**src/hw/regcfg_pkg.sv**
```systemverilog
package regcfg_pkg;
  localparam logic [7:0]  CMD_MIN_RAMP_MV = 8'hCE;
  localparam logic [7:0]  CMD_ISENSE_CFG  = 8'hD0;
  localparam logic [7:0]  CMD_MISC_CFG    = 8'hD1;
  localparam logic [15:0] RST_MIN_RAMP_MV = 16'h0000;
  localparam logic [15:0] RST_ISENSE_CFG  = 16'h0000;
  localparam logic [15:0] RST_MISC_CFG    = 16'h0000;

  localparam int CLK_HZ        = 25_000_000;
  localparam int CLK_PERIOD_NS = 1_000_000_000 / CLK_HZ;
  localparam int BLANK_STEP_NS = 32;
  localparam logic [9:0] CLK_STEP_NS  = 10'(CLK_PERIOD_NS);
  localparam logic [9:0] BLANK_MAX_NS = 10'h340;
  localparam logic [4:0] BLANK_MAX_CODE = 5'h1A;
  localparam logic [3:0] RUN_MAX        = 4'hF;

  localparam int BLANK_HI  = 15;
  localparam int BLANK_LO  = 11;
  localparam int FCNT_HI   = 10;
  localparam int FCNT_LO   = 8;
  localparam int METHOD_HI = 3;
  localparam int METHOD_LO = 2;
  localparam int RANGE_HI  = 1;
  localparam int RANGE_LO  = 0;
  localparam int MDUTY_HI  = 15;
  localparam int MDUTY_LO  = 11;
  localparam int MDUTY_EN  = 7;
  localparam int VSET_SEL  = 5;
  localparam int LS_DIS    = 3;
  localparam int PG_PP     = 2;
  localparam int EXT_TEMP  = 1;
  localparam int EXT_FAULT = 0;
  localparam logic [1:0] SENSE_SPS = 2'h3;

  typedef struct packed {
    logic [15:0] min_mv;
    logic [15:0] isense;
    logic [15:0] misc;
  } cfg_t;

  typedef struct packed {
    logic [9:0] blank_ns;
    logic       oc_seen;
    logic       uc_seen;
    logic [3:0] oc_run;
    logic [3:0] uc_run;
    logic       oc_fault;
    logic       uc_fault;
    logic       sw_q;
  } chan_t;

  typedef struct packed {
    logic [15:0] target_mv;
    logic [8:0]  duty;
    logic        ls_drive;
    logic        pg_out;
    logic        pg_oe;
    logic        smart_power_stage_sensing;
    logic [1:0]  range;
    logic        ext_comp;
    logic        temp_ext;
  } pout_t;
endpackage

```
**src/hw/regulator_sense_and_misc_config.sv**
```systemverilog
`timescale 1ns/1ps
`default_nettype none
module regulator_sense_and_misc_config #(
  parameter int PAGES = 2
) (
  input  wire logic                    i_mclk,
  input  wire logic                    i_rstn,
  input  wire logic                    i_ce,
  input  wire logic                    i_cmd_valid,
  input  wire logic                    i_cmd_write,
  input  wire logic [7:0]              i_cmd_page,
  input  wire logic [7:0]              i_cmd_code,
  input  wire logic [15:0]             i_cmd_wdata,
  output logic                         o_cmd_done,
  output logic                         o_cmd_ack,
  output logic [15:0]                  o_cmd_rdata,
  input  wire logic [PAGES-1:0]        i_sw_edge,
  input  wire logic [PAGES-1:0]        i_oc_cmp,
  input  wire logic [PAGES-1:0]        i_uc_cmp,
  input  wire logic [PAGES-1:0]        i_ramp_active,
  input  wire logic [PAGES-1:0][15:0]  i_setpoint_a,
  input  wire logic [PAGES-1:0][15:0]  i_setpoint_b,
  input  wire logic [PAGES-1:0][8:0]   i_duty_req,
  input  wire logic [PAGES-1:0]        i_out_enabled,
  input  wire logic [PAGES-1:0]        i_ls_pwm,
  input  wire logic [PAGES-1:0]        i_pg_level,
  output logic [PAGES-1:0][15:0]       o_target_mv,
  output logic [PAGES-1:0][8:0]        o_duty,
  output logic [PAGES-1:0]             o_ls_drive,
  output logic [PAGES-1:0]             o_pg_out,
  output logic [PAGES-1:0]             o_pg_oe,
  output logic [PAGES-1:0]             o_oc_fault,
  output logic [PAGES-1:0]             o_uc_fault,
  output logic [PAGES-1:0]             o_sense_sps,
  output logic [PAGES-1:0][1:0]        o_adc_range,
  output logic [PAGES-1:0]             o_ext_temp_comp,
  output logic [PAGES-1:0]             o_temp_ext_sel
);

  typedef struct packed {
    regcfg_pkg::cfg_t  [PAGES-1:0] cfg;
    regcfg_pkg::chan_t [PAGES-1:0] ch;
    regcfg_pkg::pout_t [PAGES-1:0] po;
    logic [PAGES-1:0]              sw_s1;
    logic [PAGES-1:0]              sw_s2;
    logic [PAGES-1:0]              oc_s1;
    logic [PAGES-1:0]              oc_s2;
    logic [PAGES-1:0]              uc_s1;
    logic [PAGES-1:0]              uc_s2;
    logic                          done;
    logic                          ack;
    logic [15:0]                   rdata;
  } state_t;

  state_t state_ff;
  state_t nxt_state;

  always_comb begin
    logic       start;
    logic [4:0] code;
    logic [3:0] need;
    logic [3:0] run;
    logic [8:0] min_duty;
    logic [15:0] sel_mv;
    regcfg_pkg::cfg_t c;
    start    = 1'b0;
    code     = '0;
    need     = '0;
    run      = '0;
    min_duty = '0;
    sel_mv   = '0;
    c        = '0;
    nxt_state       = state_ff;
    nxt_state.done  = 1'b0;
    nxt_state.sw_s1 = i_sw_edge;
    nxt_state.sw_s2 = state_ff.sw_s1;
    nxt_state.oc_s1 = i_oc_cmp;
    nxt_state.oc_s2 = state_ff.oc_s1;
    nxt_state.uc_s1 = i_uc_cmp;
    nxt_state.uc_s2 = state_ff.uc_s1;
    if (i_cmd_valid) begin
      nxt_state.done  = 1'b1;
      nxt_state.ack   = 1'b0;
      nxt_state.rdata = '0;
      if (i_cmd_page < 8'(PAGES)) begin
        if (i_cmd_code == regcfg_pkg::CMD_MIN_RAMP_MV) begin
          nxt_state.ack   = 1'b1;
          nxt_state.rdata = state_ff.cfg[i_cmd_page].min_mv;
          if (i_cmd_write) begin
            nxt_state.cfg[i_cmd_page].min_mv = i_cmd_wdata;
          end
        end else if (i_cmd_code == regcfg_pkg::CMD_ISENSE_CFG) begin
          nxt_state.ack   = 1'b1;
          nxt_state.rdata = state_ff.cfg[i_cmd_page].isense;
          if (i_cmd_write) begin
            nxt_state.cfg[i_cmd_page].isense = i_cmd_wdata;
          end
        end else if (i_cmd_code == regcfg_pkg::CMD_MISC_CFG) begin
          nxt_state.ack   = 1'b1;
          nxt_state.rdata = state_ff.cfg[i_cmd_page].misc;
          if (i_cmd_write) begin
            nxt_state.cfg[i_cmd_page].misc = i_cmd_wdata;
          end
        end
      end
    end
    for (int p = 0; p < PAGES; p++) begin
      c     = state_ff.cfg[p];
      start = state_ff.sw_s2[p] & ~state_ff.ch[p].sw_q;
      nxt_state.ch[p].sw_q = state_ff.sw_s2[p];
      code = c.isense[regcfg_pkg::BLANK_HI:regcfg_pkg::BLANK_LO];
      if (code > regcfg_pkg::BLANK_MAX_CODE) begin
        code = regcfg_pkg::BLANK_MAX_CODE;
      end
      need = {c.isense[regcfg_pkg::FCNT_HI:regcfg_pkg::FCNT_LO], 1'b1};
      if (start) begin
        nxt_state.ch[p].blank_ns = 10'(code) * 10'(regcfg_pkg::BLANK_STEP_NS);
        nxt_state.ch[p].oc_seen  = 1'b0;
        nxt_state.ch[p].uc_seen  = 1'b0;
        run = state_ff.ch[p].oc_run;
        if (state_ff.ch[p].oc_seen) begin
          if (run != regcfg_pkg::RUN_MAX) begin
            run = run + 4'h1;
          end
        end else begin
          run = '0;
        end
        nxt_state.ch[p].oc_run   = run;
        nxt_state.ch[p].oc_fault = state_ff.ch[p].oc_seen && (run >= need);
        run = state_ff.ch[p].uc_run;
        if (state_ff.ch[p].uc_seen) begin
          if (run != regcfg_pkg::RUN_MAX) begin
            run = run + 4'h1;
          end
        end else begin
          run = '0;
        end
        nxt_state.ch[p].uc_run   = run;
        nxt_state.ch[p].uc_fault = state_ff.ch[p].uc_seen && (run >= need);
      end else begin
        if (state_ff.ch[p].blank_ns > regcfg_pkg::CLK_STEP_NS) begin
          nxt_state.ch[p].blank_ns = state_ff.ch[p].blank_ns - regcfg_pkg::CLK_STEP_NS;
        end else begin
          nxt_state.ch[p].blank_ns = '0;
        end
        if (state_ff.ch[p].blank_ns == '0) begin
          if (state_ff.oc_s2[p]) begin
            nxt_state.ch[p].oc_seen = 1'b1;
          end
          if (state_ff.uc_s2[p]) begin
            nxt_state.ch[p].uc_seen = 1'b1;
          end
        end
      end
      sel_mv = c.misc[regcfg_pkg::VSET_SEL] ? i_setpoint_b[p] : i_setpoint_a[p];
      if (i_ramp_active[p] && (sel_mv < c.min_mv)) begin
        sel_mv = c.min_mv;
      end
      nxt_state.po[p].target_mv = sel_mv;
      min_duty = 9'({6'({1'b0, c.misc[regcfg_pkg::MDUTY_HI:regcfg_pkg::MDUTY_LO]}) + 6'h01, 1'b0});
      if (c.misc[regcfg_pkg::MDUTY_EN] && (i_duty_req[p] < min_duty)) begin
        nxt_state.po[p].duty = min_duty;
      end else begin
        nxt_state.po[p].duty = i_duty_req[p];
      end
      nxt_state.po[p].ls_drive = i_out_enabled[p] ? i_ls_pwm[p] : c.misc[regcfg_pkg::LS_DIS];
      if (c.misc[regcfg_pkg::PG_PP]) begin
        nxt_state.po[p].pg_out = i_pg_level[p];
        nxt_state.po[p].pg_oe  = 1'b1;
      end else begin
        nxt_state.po[p].pg_out = 1'b0;
        nxt_state.po[p].pg_oe  = ~i_pg_level[p];
      end
      nxt_state.po[p].smart_power_stage_sensing =
        c.isense[regcfg_pkg::METHOD_HI:regcfg_pkg::METHOD_LO] == regcfg_pkg::SENSE_SPS;
      nxt_state.po[p].range    = c.isense[regcfg_pkg::RANGE_HI:regcfg_pkg::RANGE_LO];
      nxt_state.po[p].ext_comp = c.misc[regcfg_pkg::EXT_TEMP];
      nxt_state.po[p].temp_ext = c.misc[regcfg_pkg::EXT_FAULT];
    end
  end

  always_ff @(posedge i_mclk) begin
    if (!i_rstn) begin
      state_ff <= '0;
    end else if (i_ce) begin
      state_ff <= nxt_state;
    end
  end

  assign o_cmd_done  = state_ff.done;
  assign o_cmd_ack   = state_ff.ack;
  assign o_cmd_rdata = state_ff.rdata;

  for (genvar g = 0; g < PAGES; g++) begin : g_out
    assign o_target_mv[g]     = state_ff.po[g].target_mv;
    assign o_duty[g]          = state_ff.po[g].duty;
    assign o_ls_drive[g]      = state_ff.po[g].ls_drive;
    assign o_pg_out[g]        = state_ff.po[g].pg_out;
    assign o_pg_oe[g]         = state_ff.po[g].pg_oe;
    assign o_oc_fault[g]      = state_ff.ch[g].oc_fault;
    assign o_uc_fault[g]      = state_ff.ch[g].uc_fault;
    assign o_sense_sps[g]     = state_ff.po[g].smart_power_stage_sensing;
    assign o_adc_range[g]     = state_ff.po[g].range;
    assign o_ext_temp_comp[g] = state_ff.po[g].ext_comp;
    assign o_temp_ext_sel[g]  = state_ff.po[g].temp_ext;
  end

  property p_ramp_floor;
    @(posedge i_mclk) disable iff (!i_rstn)
      i_ce && i_ramp_active[0] |=> o_target_mv[0] >= $past(state_ff.cfg[0].min_mv);
  endproperty
  a_ramp_floor: assert property (p_ramp_floor) else $error("ramp target below floor");

  property p_vset;
    @(posedge i_mclk) disable iff (!i_rstn)
      i_ce && !i_ramp_active[0] |=> o_target_mv[0] == ($past(state_ff.cfg[0].misc[5])
        ? $past(i_setpoint_b[0]) : $past(i_setpoint_a[0]));
  endproperty
  a_vset: assert property (p_vset) else $error("setpoint source wrong");

  property p_blank_gate;
    @(posedge i_mclk) disable iff (!i_rstn)
      $rose(state_ff.ch[0].oc_seen) |-> $past(state_ff.ch[0].blank_ns) == '0;
  endproperty
  a_blank_gate: assert property (p_blank_gate) else $error("sampled inside blanking");

  property p_blank_max;
    @(posedge i_mclk) disable iff (!i_rstn)
      state_ff.ch[0].blank_ns <= regcfg_pkg::BLANK_MAX_NS;
  endproperty
  a_blank_max: assert property (p_blank_max) else $error("blanking above maximum");

  property p_fault_count;
    @(posedge i_mclk) disable iff (!i_rstn)
      state_ff.ch[0].oc_fault && $past(i_ce && state_ff.sw_s2[0] && !state_ff.ch[0].sw_q)
        |-> state_ff.ch[0].oc_run >= $past({state_ff.cfg[0].isense[10:8], 1'b1});
  endproperty
  a_fault_count: assert property (p_fault_count) else $error("fault before count");

  property p_run_reset;
    @(posedge i_mclk) disable iff (!i_rstn)
      i_ce && state_ff.sw_s2[0] && !state_ff.ch[0].sw_q && !state_ff.ch[0].oc_seen
        |=> state_ff.ch[0].oc_run == '0 && !o_oc_fault[0];
  endproperty
  a_run_reset: assert property (p_run_reset) else $error("run kept without event");

  property p_sps;
    @(posedge i_mclk) disable iff (!i_rstn)
      i_ce |=> o_sense_sps[0] == ($past(state_ff.cfg[0].isense[3:2]) == regcfg_pkg::SENSE_SPS);
  endproperty
  a_sps: assert property (p_sps) else $error("sensing method mismatch");

  property p_range;
    @(posedge i_mclk) disable iff (!i_rstn)
      i_ce |=> o_adc_range[0] == $past(state_ff.cfg[0].isense[1:0]);
  endproperty
  a_range: assert property (p_range) else $error("range mismatch");

  property p_min_duty;
    @(posedge i_mclk) disable iff (!i_rstn)
      i_ce && state_ff.cfg[0].misc[7]
        |=> o_duty[0] >= {3'h0, $past(state_ff.cfg[0].misc[15:11]) + 6'h01, 1'b0};
  endproperty
  a_min_duty: assert property (p_min_duty) else $error("duty below minimum");

  property p_duty_off;
    @(posedge i_mclk) disable iff (!i_rstn)
      i_ce && !state_ff.cfg[0].misc[7] |=> o_duty[0] == $past(i_duty_req[0]);
  endproperty
  a_duty_off: assert property (p_duty_off) else $error("clamp while disabled");

  property p_pg_od;
    @(posedge i_mclk) disable iff (!i_rstn)
      i_ce && !state_ff.cfg[0].misc[2] |=> !o_pg_out[0] && (o_pg_oe[0] == !$past(i_pg_level[0]));
  endproperty
  a_pg_od: assert property (p_pg_od) else $error("open-drain drive wrong");

  property p_ls_off;
    @(posedge i_mclk) disable iff (!i_rstn)
      i_ce && !i_out_enabled[0] |=> o_ls_drive[0] == $past(state_ff.cfg[0].misc[3]);
  endproperty
  a_ls_off: assert property (p_ls_off) else $error("disabled drive level wrong");

  property p_page_iso;
    @(posedge i_mclk) disable iff (!i_rstn)
      i_ce && i_cmd_valid && i_cmd_write && i_cmd_page != 8'h00 |=> $stable(state_ff.cfg[0]);
  endproperty
  a_page_iso: assert property (p_page_iso) else $error("other page disturbed");

endmodule
`default_nettype wire

```
**config.mk**
```make
export PLATFORM = sky130hd
export DESIGN_NAME = regulator_sense_and_misc_config
export DESIGN_NICKNAME = d
export VERILOG_FILES = /design/src/hw/regcfg_pkg.sv /design/src/hw/regulator_sense_and_misc_config.sv
export SDC_FILE = /design/constraint.sdc
export NUM_CORES = 1
export LEC_CHECK = 0
export BUFFER_PORTS_ARGS = -buffer_cell sky130_fd_sc_hd__buf_4
export CAP_MARGIN = 20
export CORE_MARGIN = 1
export CORE_UTILIZATION = 30
export CTS_CLUSTER_DIAMETER = 100
export DETAILED_ROUTE_END_ITERATION = 10
export GPL_ROUTABILITY_DRIVEN = 0
export REMOVE_ABC_BUFFERS = 1
export SYNTH_ARGS = -nofsm -noshare
export SYNTH_HDL_FRONTEND = slang
export SYNTH_SLANG_ARGS = --single-unit
```
**constraint.sdc**
```tcl
create_clock -name i_mclk -period 4.3 [get_ports i_mclk]
set_input_delay 0.43 -clock i_mclk [delete_from_list [all_inputs] [get_ports i_mclk]]
set_output_delay 0.43 -clock i_mclk [all_outputs]
set_load 0.005 [all_outputs]
```
==> metrics.yaml, run 1 <==
outcome:
  outcome: "completed"
worst_setup_path:
  cp_slowest_cell: "o2111a_1"
  cp-start-kind: "flop"
  cp_max_fo: 18
  r2r-start: "state_ff[147]"
  cp_cell_sequence: "buf_4 -> mux2_2 -> ha_1 -> o21a_1 -> o32a_1 -> a2111oi_0 -> o2111a_1 -> buf_4 -> nand4_1 -> o211ai_1"
  cp_data_required_time_ns: 4.81
  reg2regPathDepth: 10
  critPathMaxStageDelay_ns: 0.64
  worst_r2r_endpoint: "o_target_mv[5]"
  worst_ep_arrival_time_ns: 3.97
  cp-end-kind: "flop"
  rrSetupSlack_ns: 0.85
  path_common_cell: "buf_4"
  cp_top_family: "compound AO/OA/AOI/OAI gates"
  crit_type: "flop to flop"
  crit_buf_inv: 2
timing:
  relSlewSlack_pct: 30.36
  post-route-period-util_pct: 80.31
  worst_pin_slew_ns: 1.045
  skew_ns: 0.04082
  rsz0062_at_grt: "no"
  finalCriticalPeriod_ns: 3.453
  drv_slew: 0
  finalSetupViolations: 0
  finalHoldViolCount: 0
  fmax_mhz: 289.6
  fin_tns_setup_ns: 0
yosys:
  synth-edff-count: 0
  yosysWarnings: 0
  synth_cell_types: 65
  syn_avg_cell_area_sq_um: 8.795
  synth_area_sq_um: 12630
  synthArstFlopShare_pct: 0
  synth_seq_cells: 232
  syn_inst: 1436
  yosysSeqAreaShare_pct: 36.77
  synth_flop_cell: "dfxtp_1"
clock_tree:
  cts_hold_buf: 0
  insertion_delay_ns: 0.59
  root_buffer: "clkbuf_16"
  htree_num_levels: 1
  post_cts_resized: 0
  cts_setup_buffers: 0
  cts_tree: "done"
  clock_path_buffers: 3
  clock_sinks: 232
  cts_buffers: 28
  clk_pin_slew_worst_paths_ns: 0.06
route:
  drt_pass1_iterations: 5
  drt_iter0_drc: 531
  wl_mm: 36.96
  ant_nets: 0
  via_count: 10740
  drc: 0
  drt-vias-per-instance: 5.147
  wl_per_cell_um: 17.72
grt:
  grt_first_pass_wirelength_mm: 58.15
  first_global_vias: 10370
  grtUsageTotal_pct: 16.81
  grt_max_degree: 123
  gr-total-overflow: 0
  antenna_found_initial: 3
worst_hold_path:
  hold_path_end: "nxt_state[23]"
  min_path_type: "input port to flop"
  min_from: "i_oc_cmp[1]"
  worstHoldPathCells: 3
layout:
  fin_nets: 1726
  final_core_util_pct: 36.56
  drive_above_1_share_pct: 21.96
  area_delta_synth_final_pct: 19.27
run:
  maxCapViolations: 0
place:
  dpl.hpwl_mm: 26.42
  portBuffers: 220
power_and_ir_drop:
  peakVddDrop_uv: 340.4
  power_density_nw_per_um2: 331.0
  p_leak_nw: 5.717
floorplanning:
  io-pin-count: 221
  die_w_um: 207.2
  rows: 74
  start_util_pct: 30.65
  coreArea_sq_um: 41200
  die-area_sq_um: 42920
  fp.dieH_um: 207.2
==> worst max path at each step <==
stage,start,end,slack (ns),depth (start not counted)
2_1_floorplan,i_cmd_code[5],nxt_state[30],0.66,5
3_3_place_gp,state_ff[195],o_target_mv[25],0.93,9
3_5_place_dp,state_ff[195],o_target_mv[28],0.87,9
4_1_cts,state_ff[195],o_target_mv[29],0.85,9
5_1_grt,state_ff[195],o_target_mv[28],0.62,9
6_report,state_ff[147],o_target_mv[5],0.85,10
==> sequential cells by signal, summed over array words and instances (netlist names) <==
name,flops
nxt_state,16
o_adc_range,4
o_cmd_ack,1
o_cmd_done,1
o_cmd_rdata,16
o_duty,18
o_ext_temp_comp,2
o_ls_drive,2
o_oc_fault,2
o_pg_oe,2
o_pg_out,2
o_sense_sps,2
o_target_mv,32
o_temp_ext_sel,2
o_uc_fault,2
state_ff,128
==> cells in the mapped netlist (3+ instances only) <==
library cell  count  share of area [%]
and4b_1           3               0.24
buf_1             8               0.24
o21ai_1          10               0.40
or2_2             9               0.45
o221ai_1         15                1.0
a311o_1          15                1.2
nand3_1          42                1.7
o21ai_0          37                1.5
a211oi_1         13               0.77
nor3_1           26                1.0
nand4b_1          3               0.21
nor4b_1           3               0.21
inv_1            57                1.7
buf_4            91                5.4
dfxtp_1         232                 37
xnor2_1           4               0.28
ha_1             60                5.9
nand3b_1         20                1.2
a21o_1            3               0.18
o22ai_1          17               0.84
buf_2             4               0.16
mux2_2           30                2.7
nor4_1            5               0.25
nand4_1          19               0.94
o211ai_1         24                1.4
a22o_1           14               0.97
buf_6             3               0.27
a31oi_1          20               0.99
a21oi_1          48                1.9
o22a_1           29                2.0
nor3b_1          16               0.95
clkbuf_1         76                2.3
nor2b_1          15               0.74
mux2i_1         136                 11
a22oi_1           8               0.48
nand2b_1         13               0.64
nor3_4            3               0.39
nor2_1          176                5.2
or4_1             3               0.18
xor2_1            7               0.49
o31ai_1           3               0.18
nand2_1          84                2.5
==> layer usage <==
| layer | GRT usage (%) | share of wire [%] | up-vias |
|---|---|---|---|
| met1 | 22.39 | 46 | 5141 |
| met3 | 4.063 | 6.2 | 66 |
| met2 | 26.79 | 45 | 276 |
| met5 | 0 | 0.092 | - |
| met4 | 4.992 | 2.8 | 4 |
| li1 | - | - | 5250 |
==> worst reg2reg max path, delay by kind of cell, from the launching register on <==
family / cells / cell delay, ns
AOI/OAI and AO/OA: 5 / 1.66
and+or+nand+nor: 1 / 0.13
adders and majority gates: 1 / 0.27
buffers and inverters: 2 / 0.56
muxes: 1 / 0.40
DFF: 1 / 0.36
==> metrics by stage <==
step | setup WS [ns] | std cells | hold slack (ns) | total power (W) | area [sq um]
finish | 0.8466 | 2086 | 0.07644 | 0.004987 | 15060
global route | 0.6235 | 2085 | 0.06806 | 0.005180 | 15060
CTS | 0.8486 | 2085 | 0.05074 | 0.005051 | 15060
detailed placement | 0.8662 | 2035 | 0.4477 | 0.002742 | 14170
global placement | 0.9331 | 2034 | 0.4456 | 0.002731 | 14150
floorplan | 0.6631 | 1254 | 0.4483 | 0.002464 | 11580
==> cell type report <==
type,instances,area [sq um]
fill,4183,26140
multi-input combinational,964,6728
sequential,232,4644
timing repair buffer,249,1906
clock buffer,41,819.5
tap,532,665.6
inverter,58,222.7
clock inverter,9,75.07
antenna,1,2.502
==> layout by cell type (no fill, tap or decap), types with 4 or more instances in the layout <==
cell       synthesis  layout
o21ai_0           37      37
inv_1             57      57
a21oi_1           48      48
nor2b_1           15      15
nand3b_1          20      20
a22oi_1            8       8
clkbuf_1          76       6
buf_4             91     245
nand4_1           19      19
xnor2_1            4       4
ha_1              60      60
dfxtp_1          232     232
xor2_1             7       7
mux2_2            30      30
nand2_1           84      84
o221ai_1          15      15
o22ai_1           17      17
nand2b_1          13      13
nor3_1            26      26
o21ai_1           10      10
clkbuf_8           0       7
clkbuf_16          0      28
nor2_1           176     176
a311o_1           15      15
nor4_1             5       5
or2_2              9       9
clkinv_2           0       6
nor3b_1           16      16
a31oi_1           20      20
o211ai_1          24      24
a211oi_1          13      12
o22a_1            29      29
mux2i_1          136     136
a22o_1            14      14
nand3_1           42      42
==> power by group <==
group	internal [W]	total, W	switching (W)
registers	0.00219	0.00222	0.0000275
logic	0.000228	0.000473	0.000245
clock network	0.00132	0.00229	0.000975
==> logic make-up (layout without fill, tap and decap cells) <==
logic type,after synthesis,count (layout),share of synthesized area (%)
compound gates,274,274,15.19
xor+xnor,11,11,0.7628
fa+ha+maj,60,60,5.944
buf+inv,240,357,10.06
flops,232,232,36.77
mux,167,167,13.54
other cells,0,1,0
simple gates,452,452,17.73
Power figures use the tool's default switching activity.
==> run 2, diff against run 1 <==
==> constraint.sdc (replaced) <==
create_clock -name i_mclk -period 2.9 [get_ports i_mclk]
set_input_delay 0.29 -clock i_mclk [delete_from_list [all_inputs] [get_ports i_mclk]]
set_output_delay 0.29 -clock i_mclk [all_outputs]
set_load 0.005 [all_outputs]
==> metrics.yaml, run 2 (synthesized netlist as in run 1, its figures left out) <==
outcome:
  outcome: "completed"
place:
  place_ws_ns: 0.006349  # -0.8599 ns
  placed_area_sq_um: 14400  # +1.6%
  dpl.hpwl_mm: 26.73  # +1.2%
  portBuffers: 220  # unchanged
  placed_cells: 2055  # +0.98%
timing:
  post-route-period-util_pct: 95.49  # +15 points
  fmax_mhz: 361.1  # +25%
  skew_ns: 0.02156  # -0.01926 ns
  relSlewSlack_pct: 48.51  # +18 points
  worst_pin_slew_ns: 0.7724  # -0.2721 ns
  rsz0062_at_grt: "no"
  setup_ws_ns: 0.1307  # -0.7160 ns
  finalCriticalPeriod_ns: 2.769  # -0.6840 ns
  finalHoldViolCount: 0  # unchanged
  finalSetupViolations: 0  # unchanged
  drv_slew: 0  # unchanged
layout:
  largest_reg_flops: 128  # unchanged
  final_area_sq_um: 15560  # +3.3%
  fin_nets: 1765  # +2.3%
  final_core_util_pct: 37.77  # +1.2 points
  mostFrequentLayoutCell: "buf_4"
  area_delta_synth_final_pct: 23.22
  fill_cells: 4145  # -0.91%
  layout_common_cells: "buf_4 (259), dfxtp_1 (230), nor2_1 (176)"
  largest_register: "state_ff"
  stdcell_count: 2125  # +1.9%
  drive_above_1_share_pct: 23.05  # +1.1 points
route:
  drt_pass1_iterations: 5  # unchanged
  drt_iter0_drc: 584  # +10%
  wl_per_cell_um: 17.58  # -0.78%
  drc: 0  # unchanged
  drt-vias-per-instance: 5.096  # -0.99%
  ant_nets: 0  # unchanged
  wl_mm: 37.35  # +1.1%
  via_count: 10830  # +0.86%
grt:
  grtUsageTotal_pct: 16.89  # +0.076 points
  use_met1_pct: 22.74  # +0.36 points
  grt_max_degree: 166  # +35%
  grt.busiest_layer: "met2"
  use_met2_pct: 26.75  # -0.047 points
  first_global_vias: 10490  # +1.1%
  grt_first_pass_wirelength_mm: 58.68  # +0.93%
  gr-total-overflow: 0  # unchanged
  antenna_found_initial: 4  # +1
  met3_usage_pct: 4.169  # +0.11 points
worst_setup_path:
  cp-start-kind: "flop"
  cp_slowest_cell: "dfxtp_2"
  worst_ep_arrival_time_ns: 3.23  # -0.74 ns
  cp-end-kind: "flop"
  critPathMaxStageDelay_ns: 0.39  # -0.25 ns
  cp_cell_sequence: "buf_4 -> buf_4 -> mux2_2 -> ha_1 -> nor4b_1 -> a21oi_1 -> o21ai_0 -> a211oi_2 -> or2_0 -> buf_4 -> a311o_1"
  crit_buf_inv: 3  # +1
  cp_data_required_time_ns: 3.36  # -1.45 ns
  path_common_cell: "buf_4"
  crit_type: "flop to flop"
  cp_top_family: "compound AO/OA/AOI/OAI gates"
  cp_max_fo: 9  # -9
clock_tree:
  cts_tree: "done"
  clock_sinks: 232  # unchanged
  clock_path_buffers: 3  # unchanged
  clk_pin_slew_worst_paths_ns: 0.06  # about the same
  insertion_delay_ns: 0.57  # -0.02 ns
  root_buffer: "clkbuf_16"
  cts_buffers: 27  # -3.6%
  htree_num_levels: 1  # unchanged
worst_hold_path:
  min_path_type: "input port to flop"
floorplanning:
  fp.dieH_um: 207.2  # unchanged
  rows: 74  # unchanged
  coreArea_sq_um: 41200  # unchanged
  io-pin-count: 221  # unchanged
  start_util_pct: 30.65  # unchanged
  die-area_sq_um: 42920  # unchanged
  die_w_um: 207.2  # unchanged
power_and_ir_drop:
  p_leak_nw: 5.968  # +4.4%
  peakVddDrop_uv: 409.7  # +20%
  power_density_nw_per_um2: 492.3  # +49%
  power_w: 0.007662  # +54%
run:
  maxCapViolations: 0  # unchanged
==> run 2: changes by cell type in the layout (fill, tap and decap cells not counted), sizes merged <==
cell,delta
buf,+21
dlygate4sd3,+19
bufinv,+3
clkinv,-3
clkbuf,-2
inv,+2
clkinvlp,-1
==> run 2: timing repair <==
| item | CTS | global route |
|---|---|---|
| setup buffers | 0 | 1 |
| hold buffers | 19 | 0 |
| gates resized for setup | 2 | 5 |
| endpoints found under the hold margin | 34 | 0 |
| setup endpoints to repair | 28 | 29 |
| pin swaps | 0 | 1 |
==> run 2: area by class of cell <==
class                   count  area [sq um]  share of cell area, %
diodes                      1         2.502                0.01608
clock buffers              39         800.8                  5.146
clock inverters            10         150.1                 0.9648
inverters                  58         222.7                  1.431
multi-input cells         964          6736                  43.29
flip-flops and latches    232          4647                  29.86
well taps                 532         665.6                  4.277
repair buffers            289          2337                  15.02
==> run 2: worst paths after layout <==
kind                     endpoint  cells after the start           start  slack (ns)
setup / recovery  o_target_mv[29]                     11   state_ff[195]        0.13
hold / removal      state_ff[215]                      3  i_cmd_wdata[9]        0.03
setup reg to reg  o_target_mv[29]                     11   state_ff[195]        0.13
hold reg to reg     o_uc_fault[1]                      2   o_uc_fault[1]        0.45
==> run 2: metrics by stage <==
step	hold WS (ns)	setup TNS, ns
2_1_floorplan	0.3856	-59.29
3_3_place_gp	0.4466	0
3_5_place_dp	0.4491	0
4_1_cts	0.005256	0
5_1_grt	0.01862	0
6_report	0.02592	0
==> run 2: per-layer routing <==
| metal | up-vias | wire [um] |
|---|---|---|
| met5 | - | 51 |
| li1 | 5340 | - |
| met4 | 8 | 922 |
| met2 | 321 | 16640 |
| met1 | 5103 | 17100 |
| met3 | 57 | 2632 |
==> run 2: worst reg2reg max path, delay by kind of cell (launching register included) <==
| family | cells | cell delay [ns] |
|---|---|---|
| compound gates | 4 | 0.65 |
| simple gates | 2 | 0.60 |
| buf+inv | 3 | 0.47 |
| flops | 1 | 0.39 |
| mux | 1 | 0.36 |
| fa+ha+maj | 1 | 0.20 |
==> run 2: report_power, final <==
group | leakage, nW | switching, W | internal, W
Combinational | 3.62 | 0.000370 | 0.000362
Sequential | 1.88 | 0.0000413 | 0.00325
Clock | 0.468 | 0.00145 | 0.00219
